`src/common/fault_regs_pkg.sv`:
```
/*
  Constants shared by the fault flag and fault mask register pair:
  command codes, bit positions, reset values and hiccup timing.
  Assumes a 200 MHz reference clock and a serial front end that has
  already decoded each command into a code, a direction and a word.
*/
// What this block does
// RQ1: A status bit reads 1 once its fault was seen since last clear.
// RQ2: Eight protection fault flags sit in status bits nine down to two.
// RQ3: Bits fifteen to ten of status and mask always read zero.
// RQ4: Bit 0 latches a comms warning on unsupported command or bad PEC.
// RQ5: Bit 1 latches the thermistor warning from its comparator.
// RQ6: Bit 2 latches the input overvoltage fault.
// RQ7: Bit 3 latches the thermistor over-temperature fault.
// RQ8: Bit 4 latches the average input overcurrent fault.
// RQ9: Bit 5 latches peak overcurrent; any single phase sets it.
// RQ10: Bit 6 latches the output undervoltage fault.
// RQ11: Bit 7 latches the output overvoltage fault.
// RQ12: Bit 8 latches the loop-filter short fault.
// RQ13: Bit 9 latches the loop lock fault at minimum frequency.
// RQ14: A masked fault causes no action; switching continues.
// RQ15: An unmasked fault stops switching, then hiccup or latch-off.
// RQ16: Mask bits nine to two gate the fault of the same position.
// RQ17: Mask resets to 0049h, so output undervoltage is ignored.
// RQ18: Reset mask also sets bit 3 and reserved bit 0.
// RQ19: Hiccup stops switching, restarts after 500 ms, repeats while faulted.
// RQ20: A set fault flag pulls the open-drain alert low.
// RQ21: Latch-off holds switching off until enable toggles; bus stays usable.
// RQ22: Flags hold until reset or host write; host writes zero to clear.
package fault_regs_pkg;

  // ----------------------------------------------------------------
  // Command codes and widths
  // ----------------------------------------------------------------
  localparam logic [7:0]  CMD_FAULT_EVENT_FLAGS = 8'hD0;
  localparam logic [7:0]  CMD_FAULT_IGNORE_MASK = 8'hD1;
  localparam int          REG_W                 = 16;
  localparam int          FLAG_MSB              = 9;
  localparam int          PROT_LSB              = 2;

  // ----------------------------------------------------------------
  // Bit positions
  // ----------------------------------------------------------------
  localparam int BIT_COMMS_WARNING      = 0;
  localparam int BIT_THERM_WARNING      = 1;
  localparam int BIT_INPUT_OV           = 2;
  localparam int BIT_THERM_OVERTEMP     = 3;
  localparam int BIT_AVERAGE_OC         = 4;
  localparam int BIT_PEAK_OC            = 5;
  localparam int BIT_OUTPUT_UV          = 6;
  localparam int BIT_OUTPUT_OV          = 7;
  localparam int BIT_LOOP_FILTER_SHORT  = 8;
  localparam int BIT_LOOP_LOCK          = 9;

  // ----------------------------------------------------------------
  // Reset values
  // ----------------------------------------------------------------
  localparam logic [15:0] FLAGS_RESET = 16'h0000;
  localparam logic [15:0] MASK_RESET  = 16'h0049;

  // ----------------------------------------------------------------
  // Hiccup timing
  // ----------------------------------------------------------------
  localparam int CLK_MHZ        = 200;
  localparam int HICCUP_MS      = 500;
  localparam int HICCUP_CYCLES  = HICCUP_MS * 1000 * CLK_MHZ;

  // Protection sequencer states
  typedef enum logic [1:0] {
    ST_OFF     = 2'b00,
    ST_RUN     = 2'b01,
    ST_HICCUP  = 2'b10,
    ST_LATCHED = 2'b11
  } prot_state_e;

endpackage

```
`src/common/fault_if.sv`:
```
/*
  Carrier between the top of the fault register pair and its flag
  store and protection sequencer. Assumes one clock for all parties.
*/
`timescale 1ns/10ps
`default_nettype none
interface fault_if;
  logic [9:0] cond;        // Live detector levels, bits 9:0
  logic       wr_flags;    // Host write to the status word
  logic [9:0] wdata;       // Written status bits
  logic [9:0] flags;       // Sticky flags
  logic [9:2] mask;        // Ignore bits
  logic [9:2] hiccup_sel;  // 1 = hiccup, 0 = latch-off
  logic       enable;      // Enable input level
  logic       switch_en;   // Switching allowed
  logic       restart;     // Soft-start request pulse
  fault_regs_pkg::prot_state_e state;

  modport store (input cond, wr_flags, wdata, output flags);
  modport seq   (input cond, mask, hiccup_sel, enable,
                 output switch_en, restart, state);
  modport top   (output cond, wr_flags, wdata, mask, hiccup_sel, enable,
                 input flags, switch_en, restart, state);
endinterface
`default_nettype wire

```
`src/rtl/fault_flag_store.sv`:
```
/*
  Sticky fault flags. Assumes detector levels are synchronous and that
  the top issues one write strobe per host write of the status word.
*/
`timescale 1ns/10ps
`default_nettype none
module fault_flag_store (
  // Clock and reset
  input  wire logic i_ref_clk,
  input  wire logic i_rst,
  // Carrier
  fault_if.store    bus
);

  // ----------------------------------------------------------------
  // Flag register
  // ----------------------------------------------------------------
  logic [9:0] flags_r;
  logic [9:0] flags_nxt;

  // Write keeps only bits written as one; a detection in the same
  // cycle wins so no event is lost
  always_comb begin
    flags_nxt = bus.wr_flags ? (flags_r & bus.wdata) : flags_r; // RQ22
    flags_nxt = flags_nxt | bus.cond;                           // RQ1 RQ2
  end

  always_ff @(posedge i_ref_clk or posedge i_rst) begin
    if (i_rst) begin
      flags_r <= fault_regs_pkg::FLAGS_RESET[9:0];
    end else begin
      flags_r <= flags_nxt;
    end
  end

  assign bus.flags = flags_r;

endmodule // fault_flag_store
`default_nettype wire

```
`src/rtl/fault_protect_seq.sv`:
```
/*
  Protection sequencer: run, hiccup, latch-off. Assumes the enable
  level comes from the enable pin and the hiccup selection from the
  fault response register held elsewhere.
*/
`timescale 1ns/10ps
`default_nettype none
module fault_protect_seq #(
  parameter int HICCUP_CYCLES = fault_regs_pkg::HICCUP_CYCLES
) (
  // Clock and reset
  input  wire logic i_ref_clk,
  input  wire logic i_rst,
  // Carrier
  fault_if.seq      bus
);

  localparam int CNT_W = $clog2(HICCUP_CYCLES + 1);
  localparam logic [CNT_W-1:0] CNT_LAST = CNT_W'(HICCUP_CYCLES - 1);

  fault_regs_pkg::prot_state_e state_r;
  logic [CNT_W-1:0]            cnt_r;
  logic                        switch_r;
  logic                        restart_r;
  logic                        trip;
  logic                        latch_req;

  // Masked faults never trip; latch-off if any tripping fault asks it
  assign trip      = |(bus.cond[9:2] & ~bus.mask);                  // RQ14 RQ16
  assign latch_req = |(bus.cond[9:2] & ~bus.mask & ~bus.hiccup_sel); // RQ15

  // ----------------------------------------------------------------
  // State machine
  // ----------------------------------------------------------------
  always_ff @(posedge i_ref_clk or posedge i_rst) begin
    if (i_rst) begin
      state_r   <= fault_regs_pkg::ST_OFF;
      cnt_r     <= '0;
      switch_r  <= 1'b0;
      restart_r <= 1'b0;
    end else begin
      restart_r <= 1'b0;
      case (state_r)
        fault_regs_pkg::ST_OFF: begin
          if (bus.enable) begin
            state_r   <= fault_regs_pkg::ST_RUN;
            switch_r  <= 1'b1;
            restart_r <= 1'b1;
          end
        end
        fault_regs_pkg::ST_RUN: begin
          if (!bus.enable) begin
            state_r  <= fault_regs_pkg::ST_OFF;
            switch_r <= 1'b0;
          end else if (latch_req) begin
            state_r  <= fault_regs_pkg::ST_LATCHED; // RQ15
            switch_r <= 1'b0;
          end else if (trip) begin
            state_r  <= fault_regs_pkg::ST_HICCUP;  // RQ19
            switch_r <= 1'b0;
            cnt_r    <= '0;
          end
        end
        fault_regs_pkg::ST_HICCUP: begin
          if (!bus.enable) begin
            state_r <= fault_regs_pkg::ST_OFF;
          end else if (latch_req) begin
            state_r <= fault_regs_pkg::ST_LATCHED;
          end else if (cnt_r == CNT_LAST) begin
            // Still faulted: wait another full period
            cnt_r <= '0;
            if (!trip) begin
              state_r   <= fault_regs_pkg::ST_RUN; // RQ19
              switch_r  <= 1'b1;
              restart_r <= 1'b1;
            end
          end else begin
            cnt_r <= cnt_r + 1'b1;
          end
        end
        fault_regs_pkg::ST_LATCHED: begin
          // Only an enable toggle leaves latch-off
          if (!bus.enable) begin
            state_r <= fault_regs_pkg::ST_OFF; // RQ21
          end
        end
        default: begin
          state_r  <= fault_regs_pkg::ST_OFF;
          switch_r <= 1'b0;
        end
      endcase
    end
  end

  assign bus.switch_en = switch_r;
  assign bus.restart   = restart_r;
  assign bus.state     = state_r;

endmodule // fault_protect_seq
`default_nettype wire

```
`src/rtl/fault_flag_and_mask_regs.sv`:
```
/*
  Fault flag and fault mask command registers of a two-phase boost
  controller, with the protective response they steer.
  Assumes a serial front end that hands over each command to this
  block as a one-cycle strobe with code, direction and 16-bit word,
  and that flags unsupported commands and PEC errors as pulses.
  Detector inputs are synchronous levels, high while the condition
  holds.
*/
`timescale 1ns/10ps
`default_nettype none
module fault_flag_and_mask_regs #(
  parameter int N_PHASE       = 2,
  parameter int HICCUP_CYCLES = fault_regs_pkg::HICCUP_CYCLES
) (
  // Clock and reset
  input  wire logic               i_ref_clk,
  input  wire logic               i_rst,

  // Decoded command port from the serial front end
  input  wire logic               i_cmd_valid,
  input  wire logic               i_cmd_write,
  input  wire logic [7:0]         i_cmd_code,
  input  wire logic [15:0]        i_cmd_wdata,
  input  wire logic               i_cmd_unsupported,
  input  wire logic               i_pec_error,

  // Command answers
  output logic                    o_cmd_ack,
  output logic                    o_cmd_miss,
  output logic                    o_rd_valid,
  output logic [15:0]             o_rd_data,

  // Detector levels
  input  wire logic               i_thermistor_warning_flag,
  input  wire logic               i_input_overvoltage_fault,
  input  wire logic               i_thermistor_overtemp_fault,
  input  wire logic               i_average_overcurrent_fault,
  input  wire logic [N_PHASE-1:0] i_peak_overcurrent_phase,
  input  wire logic               i_output_undervoltage_fault,
  input  wire logic               i_output_overvoltage_fault,
  input  wire logic               i_loop_filter_short_fault,
  input  wire logic               i_loop_lock_fault,

  // Sequencer inputs
  input  wire logic               i_enable,
  input  wire logic [9:2]         i_hiccup_select,

  // Switching control
  output logic                    o_switch_en,
  output logic                    o_softstart_restart,
  output logic [1:0]              o_prot_state,

  // Open-drain alert pin
  input  wire logic               i_alert_output,
  output logic                    o_alert_output,
  output logic                    o_alert_output_oe_n
);

  // ----------------------------------------------------------------
  // Local decode helpers
  // ----------------------------------------------------------------
  function automatic logic is_cmd(input logic [7:0] code, input logic [7:0] ref_code);
    is_cmd = (code == ref_code);
  endfunction

  fault_if fbus ();

  logic       hit_flags;
  logic       hit_mask;
  logic [9:0] mask_r;
  logic [9:0] cond;
  logic       comms_evt;
  logic       peak_any;
  logic       alert_sense_r;

  // ----------------------------------------------------------------
  // Command decode
  // ----------------------------------------------------------------
  assign hit_flags = i_cmd_valid && is_cmd(i_cmd_code, fault_regs_pkg::CMD_FAULT_EVENT_FLAGS);
  assign hit_mask  = i_cmd_valid && is_cmd(i_cmd_code, fault_regs_pkg::CMD_FAULT_IGNORE_MASK);

  // ----------------------------------------------------------------
  // Detector gathering
  // ----------------------------------------------------------------
  // Any one phase is enough to set the shared peak flag
  assign peak_any  = |i_peak_overcurrent_phase;                    // RQ9
  // Comms warning is an event, not a level
  assign comms_evt = i_cmd_unsupported | i_pec_error;              // RQ4

  always_comb begin
    cond                                        = '0;
    cond[fault_regs_pkg::BIT_COMMS_WARNING]     = comms_evt;                   // RQ4
    cond[fault_regs_pkg::BIT_THERM_WARNING]     = i_thermistor_warning_flag;   // RQ5
    cond[fault_regs_pkg::BIT_INPUT_OV]          = i_input_overvoltage_fault;   // RQ6
    cond[fault_regs_pkg::BIT_THERM_OVERTEMP]    = i_thermistor_overtemp_fault; // RQ7
    cond[fault_regs_pkg::BIT_AVERAGE_OC]        = i_average_overcurrent_fault; // RQ8
    cond[fault_regs_pkg::BIT_PEAK_OC]           = peak_any;                    // RQ9
    cond[fault_regs_pkg::BIT_OUTPUT_UV]         = i_output_undervoltage_fault; // RQ10
    cond[fault_regs_pkg::BIT_OUTPUT_OV]         = i_output_overvoltage_fault;  // RQ11
    cond[fault_regs_pkg::BIT_LOOP_FILTER_SHORT] = i_loop_filter_short_fault;   // RQ12
    cond[fault_regs_pkg::BIT_LOOP_LOCK]         = i_loop_lock_fault;           // RQ13
  end

  // ----------------------------------------------------------------
  // Carrier hookup
  // ----------------------------------------------------------------
  assign fbus.cond       = cond;
  assign fbus.wr_flags   = hit_flags && i_cmd_write;                // RQ22
  assign fbus.wdata      = i_cmd_wdata[9:0];
  assign fbus.mask       = mask_r[9:2];                             // RQ16
  assign fbus.hiccup_sel = i_hiccup_select;
  assign fbus.enable     = i_enable;

  fault_flag_store u_store (
    .i_ref_clk (i_ref_clk),
    .i_rst     (i_rst),
    .bus       (fbus.store)
  );

  fault_protect_seq #(
    .HICCUP_CYCLES (HICCUP_CYCLES)
  ) u_seq (
    .i_ref_clk (i_ref_clk),
    .i_rst     (i_rst),
    .bus       (fbus.seq)
  );

  // ----------------------------------------------------------------
  // Mask register
  // ----------------------------------------------------------------
  // Upper bits are not stored at all, so they cannot read back set
  always_ff @(posedge i_ref_clk or posedge i_rst) begin
    if (i_rst) begin
      mask_r <= fault_regs_pkg::MASK_RESET[9:0];  // RQ17 RQ18
    end else if (hit_mask && i_cmd_write) begin
      mask_r <= i_cmd_wdata[9:0];
    end
  end

  // ----------------------------------------------------------------
  // Read path and acknowledge
  // ----------------------------------------------------------------
  // Reads answer one cycle after the strobe; the flag read shows the
  // flag register before any same-cycle detection lands
  always_ff @(posedge i_ref_clk or posedge i_rst) begin
    if (i_rst) begin
      o_rd_valid <= 1'b0;
      o_rd_data  <= 16'h0000;
    end else begin
      o_rd_valid <= (hit_flags || hit_mask) && !i_cmd_write;
      if (hit_flags && !i_cmd_write) begin
        o_rd_data <= {6'h00, fbus.flags};          // RQ3
      end else if (hit_mask && !i_cmd_write) begin
        o_rd_data <= {6'h00, mask_r};              // RQ3
      end
    end
  end

  // Codes this block does not own are reported, not answered
  always_ff @(posedge i_ref_clk or posedge i_rst) begin
    if (i_rst) begin
      o_cmd_ack  <= 1'b0;
      o_cmd_miss <= 1'b0;
    end else begin
      o_cmd_ack  <= hit_flags || hit_mask;
      o_cmd_miss <= i_cmd_valid && !hit_flags && !hit_mask;
    end
  end

  // ----------------------------------------------------------------
  // Switching outputs
  // ----------------------------------------------------------------
  // Re-registered so the pins stay glitch free; costs one cycle
  always_ff @(posedge i_ref_clk or posedge i_rst) begin
    if (i_rst) begin
      o_switch_en         <= 1'b0;
      o_softstart_restart <= 1'b0;
      o_prot_state        <= 2'b00;
    end else begin
      o_switch_en         <= fbus.switch_en;       // RQ14 RQ15
      o_softstart_restart <= fbus.restart;         // RQ19
      o_prot_state        <= fbus.state;           // RQ21
    end
  end

  // ----------------------------------------------------------------
  // Alert pin
  // ----------------------------------------------------------------
  // Pulled low while any flag is set, released once the host clears
  // them all; the pin level is sampled into alert_sense_r, which nothing reads
  always_ff @(posedge i_ref_clk or posedge i_rst) begin
    if (i_rst) begin
      o_alert_output      <= 1'b0;
      o_alert_output_oe_n <= 1'b1;
      alert_sense_r       <= 1'b1;
    end else begin
      o_alert_output      <= 1'b0;
      o_alert_output_oe_n <= ~(|fbus.flags);       // RQ20
      alert_sense_r       <= i_alert_output;
    end
  end

endmodule // fault_flag_and_mask_regs
`default_nettype wire

```
`config.mk`:
```
export PLATFORM = sky130hd
export DESIGN_NAME = fault_flag_and_mask_regs
export DESIGN_NICKNAME = d
export VERILOG_FILES = /design/src/common/fault_regs_pkg.sv /design/src/common/fault_if.sv /design/src/rtl/fault_flag_store.sv /design/src/rtl/fault_protect_seq.sv /design/src/rtl/fault_flag_and_mask_regs.sv
export SDC_FILE = /design/constraint.sdc
export NUM_CORES = 1
export LEC_CHECK = 0
export BUFFER_PORTS_ARGS = -buffer_cell sky130_fd_sc_hd__buf_4
export CORE_UTILIZATION = 55
export CTS_BUF_LIST = sky130_fd_sc_hd__clkbuf_2
export DETAILED_ROUTE_END_ITERATION = 8
export HOLD_SLACK_MARGIN = 0.08
export PLACE_DENSITY_LB_ADDON = 0.15
export SLEW_MARGIN = 20
export SYNTH_ARGS = -nofsm -noshare
export SYNTH_HDL_FRONTEND = slang
export SYNTH_HIERARCHICAL = 1
export SYNTH_SLANG_ARGS = --single-unit
```
`constraint.sdc`:
```
create_clock -name i_ref_clk -period 3.65 [get_ports i_ref_clk]
set_input_delay 0.365 -clock i_ref_clk [delete_from_list [all_inputs] [get_ports i_ref_clk]]
set_output_delay 0.365 -clock i_ref_clk [all_outputs]
set_load 0.03 [all_outputs]
```
# --- Word level (Yosys, flattened, before mapping) ---
# Cells that the tools add are included.
op_classes:
  add_sub_neg: 1
  n_eq_ne: 18
  muxes: 35
  bitwise_logic: 8
  n_reduce_logical: 24
ops:
  columns: ["op", "n"]
  rows:
  - ["27-bit two-way mux", 6]
  - ["27-bit case mux with 2 select lines", 1]
  - ["16-bit two-way mux", 2]
  - ["27-bit by 1-bit adder with 27-bit output, second input constant", 1]
  - ["27-bit equality test, second input constant", 1]
  - ["2-bit two-way mux", 9]
  - ["8-bit AND", 2]
  - ["8-bit equality test, second input constant", 2]
  - ["8-bit inverter", 2]
  - ["8-bit OR reduction", 2]
  - ["2-bit != test, second input constant", 7]
  - ["1-bit two-way mux", 13]
  - ["10-bit AND", 1]
  - ["10-bit two-way mux", 1]
  - ["10-bit bitwise OR", 1]
  - ["10-bit OR reduction", 1]
  - ["1-bit logical AND", 9]
  - ["4-bit by 2-bit != test with 1-bit output, second input constant", 2]
  - ["2-bit case mux with 4 select lines", 1]
  - ["7-bit AND reduction", 1]
  - ["6-bit AND reduction", 1]
  - ["5-bit AND reduction", 1]
  - ["2-bit equality test, second input constant", 2]
  - ["2-bit by 1-bit != test with 1-bit output, second input constant", 2]
  - ["other kinds (12)", 15]
word_totals:
  regBits: 75
  out_inout_bits: 25
  word_cells: 100

# --- Longest topological paths before layout ---
# Gate-level depths: netlist (run 1).
depth:
  ltp_word: 8
  ltp_mapped: 9
  mapped_depth_nobuf: 7

# --- Hierarchy ---
# The synthesis (run 1) kept the hierarchy.
by_module_without_submodules:
  columns: ["mod", "n_inst", "cells_each", "area_per_inst_um2"]
  rows:
  - ["fault_protect_seq", 1, 211, 1909.3]
  - ["fault_flag_and_mask_regs", 1, 84, 1246.2]
  - ["fault_flag_store", 1, 31, 391.6]

# --- Worst setup path before layout (run 1) ---
# No wires, ideal clock.
synth_path:
  path_type: "in2reg"
  startpoint: "input i_cmd_code[3]"
  endpoint: "register u_store.flags_r[0] (netlist: u_store/bus.flags[0])"
  setup_ns: 0.118
  arrival_ns: 2.123
  required_ns: 3.532
  path_slack_ns: 1.408
  cell_stages: 4
  n_path_buf: 0
  cell_sequence: "or4b_4 > nor4b_1 > nand2b_1 > a21o_1"
synth_via:
  elab_chain_cells: 5
synth_rtl:
  columns: ["element", "line_no", "source"]
  rows:
  - ["from (decl)", "fault_flag_and_mask_regs.sv:23", "input wire logic [7:0] i_cmd_code,"]
  - ["8-bit equality test", "fault_flag_and_mask_regs.sv:64", "is_cmd = (code == ref_code);"]
  - ["1-bit logical AND", "fault_flag_and_mask_regs.sv:80", "assign hit_flags = i_cmd_valid && is_cmd(i_cmd_code, fault_regs_pkg::CMD_FAULT_EVENT_FLAGS);"]
  - ["1-bit logical AND", "fault_flag_and_mask_regs.sv:109", "assign fbus.wr_flags = hit_flags && i_cmd_write;"]
  - ["named net fbus.wr_flags", "fault_if.sv:9", "logic wr_flags;"]
  - ["10-bit two-way mux", "fault_flag_store.sv:24", "flags_nxt = bus.wr_flags ? (flags_r & bus.wdata) : flags_r;"]
  - ["10-bit bitwise OR", "fault_flag_store.sv:25", "flags_nxt = flags_nxt | bus.cond;"]
  - ["named net u_store.flags_nxt[0]", "fault_flag_store.sv:19", "logic [9:0] flags_nxt;"]
  - ["to (signal assigned)", "fault_flag_store.sv:30", "flags_r <= fault_regs_pkg::FLAGS_RESET[9:0];"]
  - ["to (signal assigned)", "fault_flag_store.sv:32", "flags_r <= flags_nxt;"]
  - ["to (decl)", "fault_flag_store.sv:18", "logic [9:0] flags_r;"]
# The timed path passes the listed nets, and every way through them passes these cells.
# A chain may end at the register's enable or synchronous reset.

# --- Worst setup path in the final report (run 1) ---
layout_path:
  startpoint: "register u_seq.cnt_r[0]"
  endpoint: "register u_seq.cnt_r[17]"
layout_via:
  elab_chain_cells: 5
  elab_cells_between_ends: 6
  classes_between: "add/sub (1); eq/ne (1); mux (4)"
layout_rtl:
  columns: ["element", "line_no", "source"]
  rows:
  - ["from (decl)", "fault_protect_seq.sv:22", "logic [CNT_W-1:0] cnt_r;"]
  - ["from (signal assigned)", "fault_protect_seq.sv:78", "cnt_r <= cnt_r + 1'b1;"]
  - ["27-bit by 1-bit adder with 27-bit output / 27-bit equality test (equally long branches)", "fault_protect_seq.sv:78, fault_protect_seq.sv:69", null]
  - ["27-bit two-way mux *", "fault_protect_seq.sv:69", "end else if (cnt_r == CNT_LAST) begin"]
  - ["27-bit two-way mux *", "fault_protect_seq.sv:67", "end else if (latch_req) begin"]
  - ["27-bit two-way mux *", "fault_protect_seq.sv:65", "if (!bus.enable) begin"]
  - ["27-bit case mux with 2 select lines *", "fault_protect_seq.sv:43", "case (state_r)"]
# Every way passes the cells marked *; elsewhere a longest branch is shown, timed or not. The select of a mux whose other input is x is not followed.

==> results of run 1 <==
## tightest hold or removal path: stages
cell and delay [ns]:
sky130_fd_sc_hd__buf_4 0.09, sky130_fd_sc_hd__or4b_4 0.14, sky130_fd_sc_hd__nor2_1 0.05
## power breakdown
part           leakage [uW]  switching (uW)  internal, uW  total (uW)
registers          0.000867            25.2           795         820
logic               0.00101             111           105         217
clock network      0.000103             302           368         670
total               0.00198             438          1270        1710
## metal layers
layer,vias to the layer above,global-route usage,part of all wire
met1,1373,0.333,0.42
met4,0,0.151,0.033
met5,-,0,0
met3,31,0.0648,0.058
li1,1373,-,-
met2,106,0.446,0.49
## final cells by class
class / instances / area, um2 / share of cell area
sequential: 69 / 1730 / 0.387
clock inverter: 7 / 145 / 0.0324
clock buffer: 9 / 45.0 / 0.0101
tap: 75 / 93.8 / 0.0210
inverter: 9 / 33.8 / 0.00755
multi-input combinational: 237 / 1690 / 0.378
timing repair buffer: 89 / 733 / 0.164
## worst max-delay path by stage
| stage | endpoint | slack, ns | depth (start not counted) |
|---|---|---|---|
| 2_1_floorplan | u_store/bus.flags[0] | 1.41 | 4 |
| 6_report | u_seq/cnt_r[17] | 0.86 | 8 |
| 3_3_place_gp | u_seq/cnt_r[3] | 0.91 | 8 |
| 4_1_cts | u_seq/cnt_r[19] | 0.89 | 8 |
| 5_1_grt | u_seq/cnt_r[19] | 0.69 | 8 |
| 3_5_place_dp | u_seq/cnt_r[3] | 0.87 | 8 |
## state kept, by name (all words and copies together) (netlist names), 2 cells and up
name,flops
u_store/bus.flags,10
o_rd_data,10
o_prot_state,2
u_seq/bus.state,2
u_seq/cnt_r,27
mask_r,10
## cells in the mapped netlist, drive strengths merged (4+ instances only)
cell type / count / area (um2)
a21oi: 9 / 45.0
nor3b: 8 / 60.1
a21o: 10 / 75.1
mux2: 30 / 338
nand2: 17 / 66.3
or4: 4 / 30.0
nand2b: 21 / 134
nand4: 5 / 31.3
and2: 5 / 31.3
inv: 9 / 33.8
nor3: 4 / 36.3
and4: 5 / 43.8
buf: 16 / 128
o21ai: 29 / 145
dfrtp: 65 / 1630
o31ai: 22 / 184
a31oi: 7 / 43.8
nor2: 10 / 37.5
dfstp: 4 / 105
nand3: 11 / 55.1
nor4: 5 / 58.8
and3: 4 / 25.0
## metrics by stage
stage                      util  cell area, um2  hold WS, ns
after global routing      0.738            4470       0.0801
after CTS                 0.733            4450       0.0945
after global placement    0.662            4020        0.338
after floorplan               -            3570        0.205
final                     0.738            4470        0.143
after detailed placement  0.662            4020        0.337
## cells by family (layout without fill, tap and decap cells)
kind of cell,count (synthesis),count (layout)
simple gates,112,112
compound gates,87,87
flops,69,69
mux,30,30
buf+inv,26,114
fa+ha+maj,1,1
other cells,1,7
## repair_timing
action,4_1_cts,5_1_grt
hold buffers,24,2
hold endpoints to repair,35,2
buffers inserted,0,0
resized for setup,0,0
==> run summary, run 1 <==
The run finished with clean final reports. 0 antenna diodes ended up in the layout. Overall global routing resource usage: 0.273.

Number of levels in the clock H-tree: 3. 75 I/O pins were placed. The worst register-to-register path has a setup slack of 0.86 ns.

Traced cell by cell, the critical path runs through ha_1, and3_1, nand2_2, o31ai_4, buf_4, or2_1, nand2b_2, o21ai_1. Entering global routing, the biggest net connects 31 pins. The post-synthesis share of cell area spent on full adders, half adders and majority gates is 0.00353, and the die outline area is 6770 um2. Counting the buffers created by CTS gives 9.

Counting I/O delays and the setup requirement, the final critical path takes 2.79 ns. From bottom edge to top edge, the die measures 82.3 um. The synthesized netlist occupies a cell area of 3550 um2.

Row generation in the floorplan step produced 28 rows. The highest cell delay on the worst timing path was 0.71 ns; the CTS sink count was 69. At the pin with the least slew margin, the transition time is 0.841 ns. The path class of the tightest hold or removal check is primary input to flop. The share of cells above drive strength 1 came out at 0.312.

The critical register-to-register path startpoint is u_seq/cnt_r[0]. Number of cells on the worst reg-to-reg path: 8. The logs give 0 for the number of pins exceeding their max-slew limit in the final report and 0.488 for the sequential fraction of the synthesis area. Main combinational cell family by area after synthesis: simple AND/OR/NAND/NOR gates. Timing would allow up to 358 MHz. In this run the critical register-to-register path is captured at u_seq/cnt_r[17].

Once placement completed, the tool counted placed cells totaling 453. In this run the worst path has a maximum fanout of 26. Clock latency on the worst-skew pair, taken at its later pin, is 0.53 ns.

The tools report the number of antenna violations at the first check in global routing as 0. The post-route worst setup slack was 0.859 ns. After clock tree synthesis, the clock-pin slew on the worst setup and hold paths is 0.20 ns.

The hold path depth was 3; the post-layout total power was 1710 uW. For this run, design rule violations remaining after detail routing come to 0. The worst setup path is launched from a flop. The first global-routing pass estimated 13500 um of wire. Counting distinct cell types in the post-synthesis netlist gives 53. Detailed placement ended at an HPWL of 5250 um. The total buffers and inverters traversed by the critical path is 1. The area of the core region was 6060 um2; the total of flip-flops plus latches after synthesis was 69. Pre-CTS setup slack: 0.871 ns.

The deepest clock path buffer count is 2. Count of endpoints failing hold in the final timing report: 0. For the data arrival time of the critical path, the log shows 3.21 ns. The most common cell after layout, fill and taps aside was sky130_fd_sc_hd__dfrtp_1. By startpoint and endpoint, the worst setup path is classified as flop to flop. The mux share of post-synthesis cell area works out to 0.0952. Before antenna repair, the detailed router went through 4 iterations.

Launching instance or port of the critical path: u_seq/cnt_r[0]. Setup repair after global routing left no endpoint under its margin. The Yosys step of the flow raised 6 warnings. The total vias in the final route was 2883; the ratio of total power to cell area was 382 nW/um2.

Setup violations remaining at the end of the flow were counted as 0. In this run the most critical hold path is launched from i_cmd_code[3]. At the end of the flow, the number of nets in the layout was 466.

For the worst setup path, the data required time is 4.07 ns. Adding up every negative setup slack in the final design gives 0 ns. The number of antenna-violating nets in the routed design is 0, and the post-synthesis area per instance is 10.9 um2. The tools report the CTS root buffer as sky130_fd_sc_hd__clkbuf_2. The final worst-path cycle share works out to 0.765. The routed design has 8420 um of wire. The total overflow left after global routing is 0.

Summed over all cells, the static leakage comes to 0.00198 uW. The clock arrives with 0.0374 ns of skew. Share of flip-flops with an asynchronous set or reset: 1.00.

Maximum vdd drop: 0.220 mV. The layout has 432 filler cells. The most used flip-flop cell after synthesis is sky130_fd_sc_hd__dfrtp_1. The xor/xnor share of the synthesized area works out to 0. Routability-driven placement finished with a final weighted congestion of 0.763. Synthesized-area fraction occupied by and/or/nand/nor cells: 0.203. The via count of the first global-routing pass is 2822, and the detailed-route vias per instance is 5.82. In the layout the commonest cells are sky130_fd_sc_hd__dfrtp_1 (65), sky130_fd_sc_hd__buf_4 (63), sky130_fd_sc_hd__mux2_2 (30), sky130_fd_sc_hd__dlygate4sd3_1 (26), sky130_fd_sc_hd__o21ai_1 (25). The floorplan step set the die width to 82.3 um. The worst hold path endpoint is o_cmd_ack. Yosys mapped a number of flops with a built-in enable equal to 0.

Relative to the synthesized area, the layout overhead comes to 26.1%. During placement, the flow inserted port buffers numbering 60. The run gives 326 as the count of mapped cells out of synthesis.

Slowest cell on the critical path: sky130_fd_sc_hd__or2_1. STA classifies the critical path endpoint as a flop. The fraction of the mapped netlist area in compound gates is 0.163. TritonCTS built the clock tree.

The tools report the starting density of the core as 0.585. Normalized max-slew margin: 0.440. The tools report the number of cells in the finished layout apart from fillers as 495. Max-cap check violation count: 0. The number of DRC markers in iteration 0 is 166. Kind of cell with the highest combined delay on the critical path: simple AND/OR/NAND/NOR gates.

After detailed routing, the average wire length per cell comes to 17.0 um.
(Power assumes the default switching activity.)
==> run 2, diff against run 1 <==
--- a/config.mk
+++ b/config.mk
@@ -5,8 +5,9 @@
 export SDC_FILE = /design/constraint.sdc
 export NUM_CORES = 1
 export LEC_CHECK = 0
+export ABC_AREA = 1
 export BUFFER_PORTS_ARGS = -buffer_cell sky130_fd_sc_hd__buf_4
-export CORE_UTILIZATION = 55
+export CORE_UTILIZATION = 53
 export CTS_BUF_LIST = sky130_fd_sc_hd__clkbuf_2
 export DETAILED_ROUTE_END_ITERATION = 8
 export HOLD_SLACK_MARGIN = 0.08
==> constraint.sdc (replaced) <==
create_clock -name i_ref_clk -period 2.35 [get_ports i_ref_clk]
set_input_delay 0.235 -clock i_ref_clk [delete_from_list [all_inputs] [get_ports i_ref_clk]]
set_output_delay 0.235 -clock i_ref_clk [all_outputs]
set_load 0.03 [all_outputs]
==> run 2 against run 1 <==
Wire length increased by 30%. Non-clock buffer count increased by 10. First-iteration DRC count increased by 64%. Combinational power increased to 3.9 times the previous value.
==> run summary, run 2 <==
The number of cells on the worst reg-to-reg path is 10 (+2), and the ratio of total power to cell area is 613 nW/um2 (+61%). The time the final worst path needs with I/O delays and setup is 2.14 ns. The most instantiated library cell after synthesis is sky130_fd_sc_hd__nand2_1. The static leakage is 0.00271 uW (+37%).

The tools report the total of fill cells in the finished design as 675 (+56%). For the number of warning messages in the yosys log, the log shows 6 (unchanged). STA classifies the critical path endpoint as a flop.

The share of the synthesized area in the top cell type was 0.377 (-0.0816); the worst-case hold slack was 0.155 ns (+0.0123 ns). The hold path depth came out at 3 (unchanged). The average wire per standard cell was 13.1 um (-23%). The tools report the number of nets in the finished design as 784 (+68%). The worst hold path endpoint is mask_r[9]. The largest fanout on the critical path works out to 13 (-50%).

u_seq/cnt_r holds more flip-flops than any other register. The worst-margin pin slew is 0.565 ns (-0.276 ns), and the number of buffers inserted by port buffering is 60 (unchanged). The tree is rooted in a sky130_fd_sc_hd__clkbuf_2.

The hold path startpoint was i_cmd_write. The post-route setup TNS is 0 ns (unchanged). The area growth from synthesis to layout is 22.7%. The logs give 0.0328 ns (-0.00461 ns) for the clock tree skew after final layout and 840 (+70%) for the number of cells in the finished layout apart from fillers.

The final worst-path cycle share is 0.910. The number of antenna violations at the first check in global routing is 0 (unchanged), and the maximum number of pins on one net before global-route repair is 32 (+3.2%). The worst register-to-register path ends at u_seq/cnt_r[17].

The tools report the detailed-routing iteration count for the pre-antenna-repair pass as 5 (+1). The die extent in y is 92.2 um (+12%), and the width of the chip is 92.2 um (+12%). The normalized max-slew margin was 0.623 (+0.183); the share of cells above drive strength 1 was 0.161 (-0.151). The number of pins exceeding their max-slew limit in the final report is 0 (unchanged). For the CTS sink count, the log shows 69 (unchanged).

Data arrival time of the critical path: 2.58 ns (-0.63 ns). TritonCTS built the clock tree. Flip-flop count of the largest register after layout: 27 (unchanged).

The worst setup path is of the primary input to flop kind. Sort of element at the start of the critical path: a primary input. In the post-synthesis netlist, the biggest area contributors are sky130_fd_sc_hd__dfrtp_1 (38%), sky130_fd_sc_hd__nand2_1 (19%), sky130_fd_sc_hd__inv_1 (8.2%). The largest total area in the synthesized netlist belongs to sky130_fd_sc_hd__dfrtp_1.

The cell total after placement is 791 (+75%), and the number of antenna-violating nets in the routed design is 0 (unchanged). The number of levels in the clock H-tree was 3 (unchanged); the overall global routing resource usage was 0.282 (+0.00826). Leaving out fill and tap cells, the most frequent cell in the layout is sky130_fd_sc_hd__nand2_1. Critical register-to-register path startpoint: mask_r[3]. In the layout the commonest cells are sky130_fd_sc_hd__nand2_1 (224), sky130_fd_sc_hd__inv_1 (94), sky130_fd_sc_hd__nor2_1 (77), sky130_fd_sc_hd__buf_4 (66), sky130_fd_sc_hd__dfrtp_1 (65). The logs give 0.553 (-0.0325) for the starting density of the core and 0.899 (+18%) for the final weighted congestion of routability-driven global placement. The remaining routing DRC violations is 0 (unchanged).

The total of flip-flops plus latches after synthesis is 69 (unchanged). The maximum vdd drop was 0.328 mV (+49%); the clock latency reported for the late side of the worst-skew pair was 0.52 ns (about the same). The logs give 5300 um2 (+18%) for the summed area of non-filler cells in the final layout and 637 (+95%) for the count of mapped cells out of synthesis.

The post-synthesis area per instance is 6.77 um2 (-38%). The number of cell rows was 32 (+14%); the detailed-route vias per instance was 5.07 (-13%). The count of endpoints failing hold in the final timing report came out at 0 (unchanged). The run gives 34 (-36%) as the number of distinct library cells after synthesis.

The area of the mapped netlist came out at 4320 um2 (+22%). The number of enable-type register cells in the synthesized netlist works out to 0 (unchanged). For the post-detailed-placement cell area, the log shows 4820 um2 (+20%). The clock transition at the registers of the reported paths came out at 0.24 ns (+0.04 ns).

The deepest clock path buffer count is 2 (unchanged), and the count of pins on the block boundary is 75 (unchanged). The number of DRC markers in iteration 0 was 273 (+64%). The commonest cells after synthesis are sky130_fd_sc_hd__nand2_1 (224), sky130_fd_sc_hd__inv_1 (94), sky130_fd_sc_hd__nor2_1 (77). The required arrival time at the worst endpoint was 2.79 ns (-1.28 ns); the total vias in the final route was 4257 (+48%). Sequential fraction of the synthesis area: 0.401 (-0.0869). The commonest register cell after synthesis was sky130_fd_sc_hd__dfrtp_1. The logs give 0 (unchanged) for the final global-route overflow total and 0 (unchanged) for the number of inserted diodes. The area of the core region is 7810 um2 (+29%), and the wire length of the first global-routing pass is 18600 um (+37%). The count of final setup violators was 0 (unchanged).

The share of flip-flops with an asynchronous set or reset was 1.00 (unchanged). The run finished with clean final reports. The sum of routed wire length over all layers was 11000 um (+30%). The run gives 4005 (+42%) as the via count of the first global-routing pass.

The die outline area is 8510 um2 (+26%), and the maximum clock frequency is 468 MHz. Setup repair after global routing left no endpoint under its margin. The worst hold-check path type was primary input to flop. The placed wire-length estimate after detailed placement was 7690 um (+46%); the max-cap check violation count was 0 (unchanged). The reg-to-reg setup timing slack was 0.37 ns (-0.49 ns); the total CTS buffers was 9 (unchanged).

The count of cells resized by post-cts repair is 0 (unchanged).
[run 2: metrics by stage]
stage	utilization	power, uW	setup slack [ns]
4_1_cts	0.678	3260	0.262
2_1_floorplan	-	2100	0.790
6_report	0.678	3250	0.211
3_5_place_dp	0.617	2360	0.359
3_3_place_gp	0.617	2330	0.411
5_1_grt	0.678	3480	0.0979
[run 2: repair_timing]
action | in CTS | in global routing
buffers inserted | 0 | 0
hold buffers | 33 | 0
hold endpoints to repair | 93 | 0
[run 2: cells by family after synthesis]
logic type / share of synthesized area
AO/OA/AOI/OAI: 0.0409
XOR/XNOR: 0.0304
adder cells (fa/ha/maj): 0.00290
buffers and inverters: 0.119
flip-flops: 0.401
other: 0.000869
AND/OR/NAND/NOR: 0.404
[run 2: where the power goes]
| group | switching, uW | internal (uW) | leakage [uW] | total (uW) |
|---|---|---|---|---|
| registers | 178 | 1350 | 0.000867 | 1530 |
| clock network | 496 | 369 | 0.0000850 | 865 |
| logic | 531 | 320 | 0.00176 | 851 |
[run 2: worst max-delay path, cell delays in order]
cell and delay (ns):
sky130_fd_sc_hd__dlygate4sd3_1 0.54, sky130_fd_sc_hd__buf_4 0.14, sky130_fd_sc_hd__nor2_1 0.10, sky130_fd_sc_hd__nand2_1 0.28, sky130_fd_sc_hd__nor3_1 0.29, sky130_fd_sc_hd__buf_4 0.24, sky130_fd_sc_hd__nand2_1 0.08, sky130_fd_sc_hd__nand2_1 0.07
sky130_fd_sc_hd__nand2_1 0.06, sky130_fd_sc_hd__dlygate4sd3_1 0.55
[run 2: final cells by class]
class                      instances  area (um2)  area share
multi-input combinational        456        2090       0.395
inverter                          98         369      0.0697
clock inverter                     7         105      0.0198
clock buffer                       9        45.0     0.00850
timing repair buffer              99         826       0.156
sequential                        69        1730       0.327
tap                              102         128      0.0241
[run 2: worst max path at each step]
stage / end / startpoint / slack, ns / depth (start not counted)
floorplan: u_seq/cnt_r[12] / mask_r[6] / 0.79 / 9
global placement: u_seq/cnt_r[5] / i_peak_overcurrent_phase[1] / 0.41 / 10
detailed placement: u_seq/cnt_r[16] / i_peak_overcurrent_phase[1] / 0.36 / 10
CTS: u_store/bus.flags[2] / i_cmd_code[1] / 0.26 / 10
global route: u_store/bus.flags[9] / i_cmd_code[1] / 0.1 / 10
finish: u_store/bus.flags[5] / i_cmd_code[1] / 0.21 / 10
[run 2: routing by layer]
layer / track usage / share of wire / wire length (um) / vias to the layer above
met5: 0 / 0 / 0 / -
li1: - / - / - / 2123
met2: 0.432 / 0.45 / 4910 / 129
met1: 0.394 / 0.47 / 5200 / 1986
met3: 0.0564 / 0.061 / 673 / 19
met4: 0.103 / 0.018 / 197 / 0
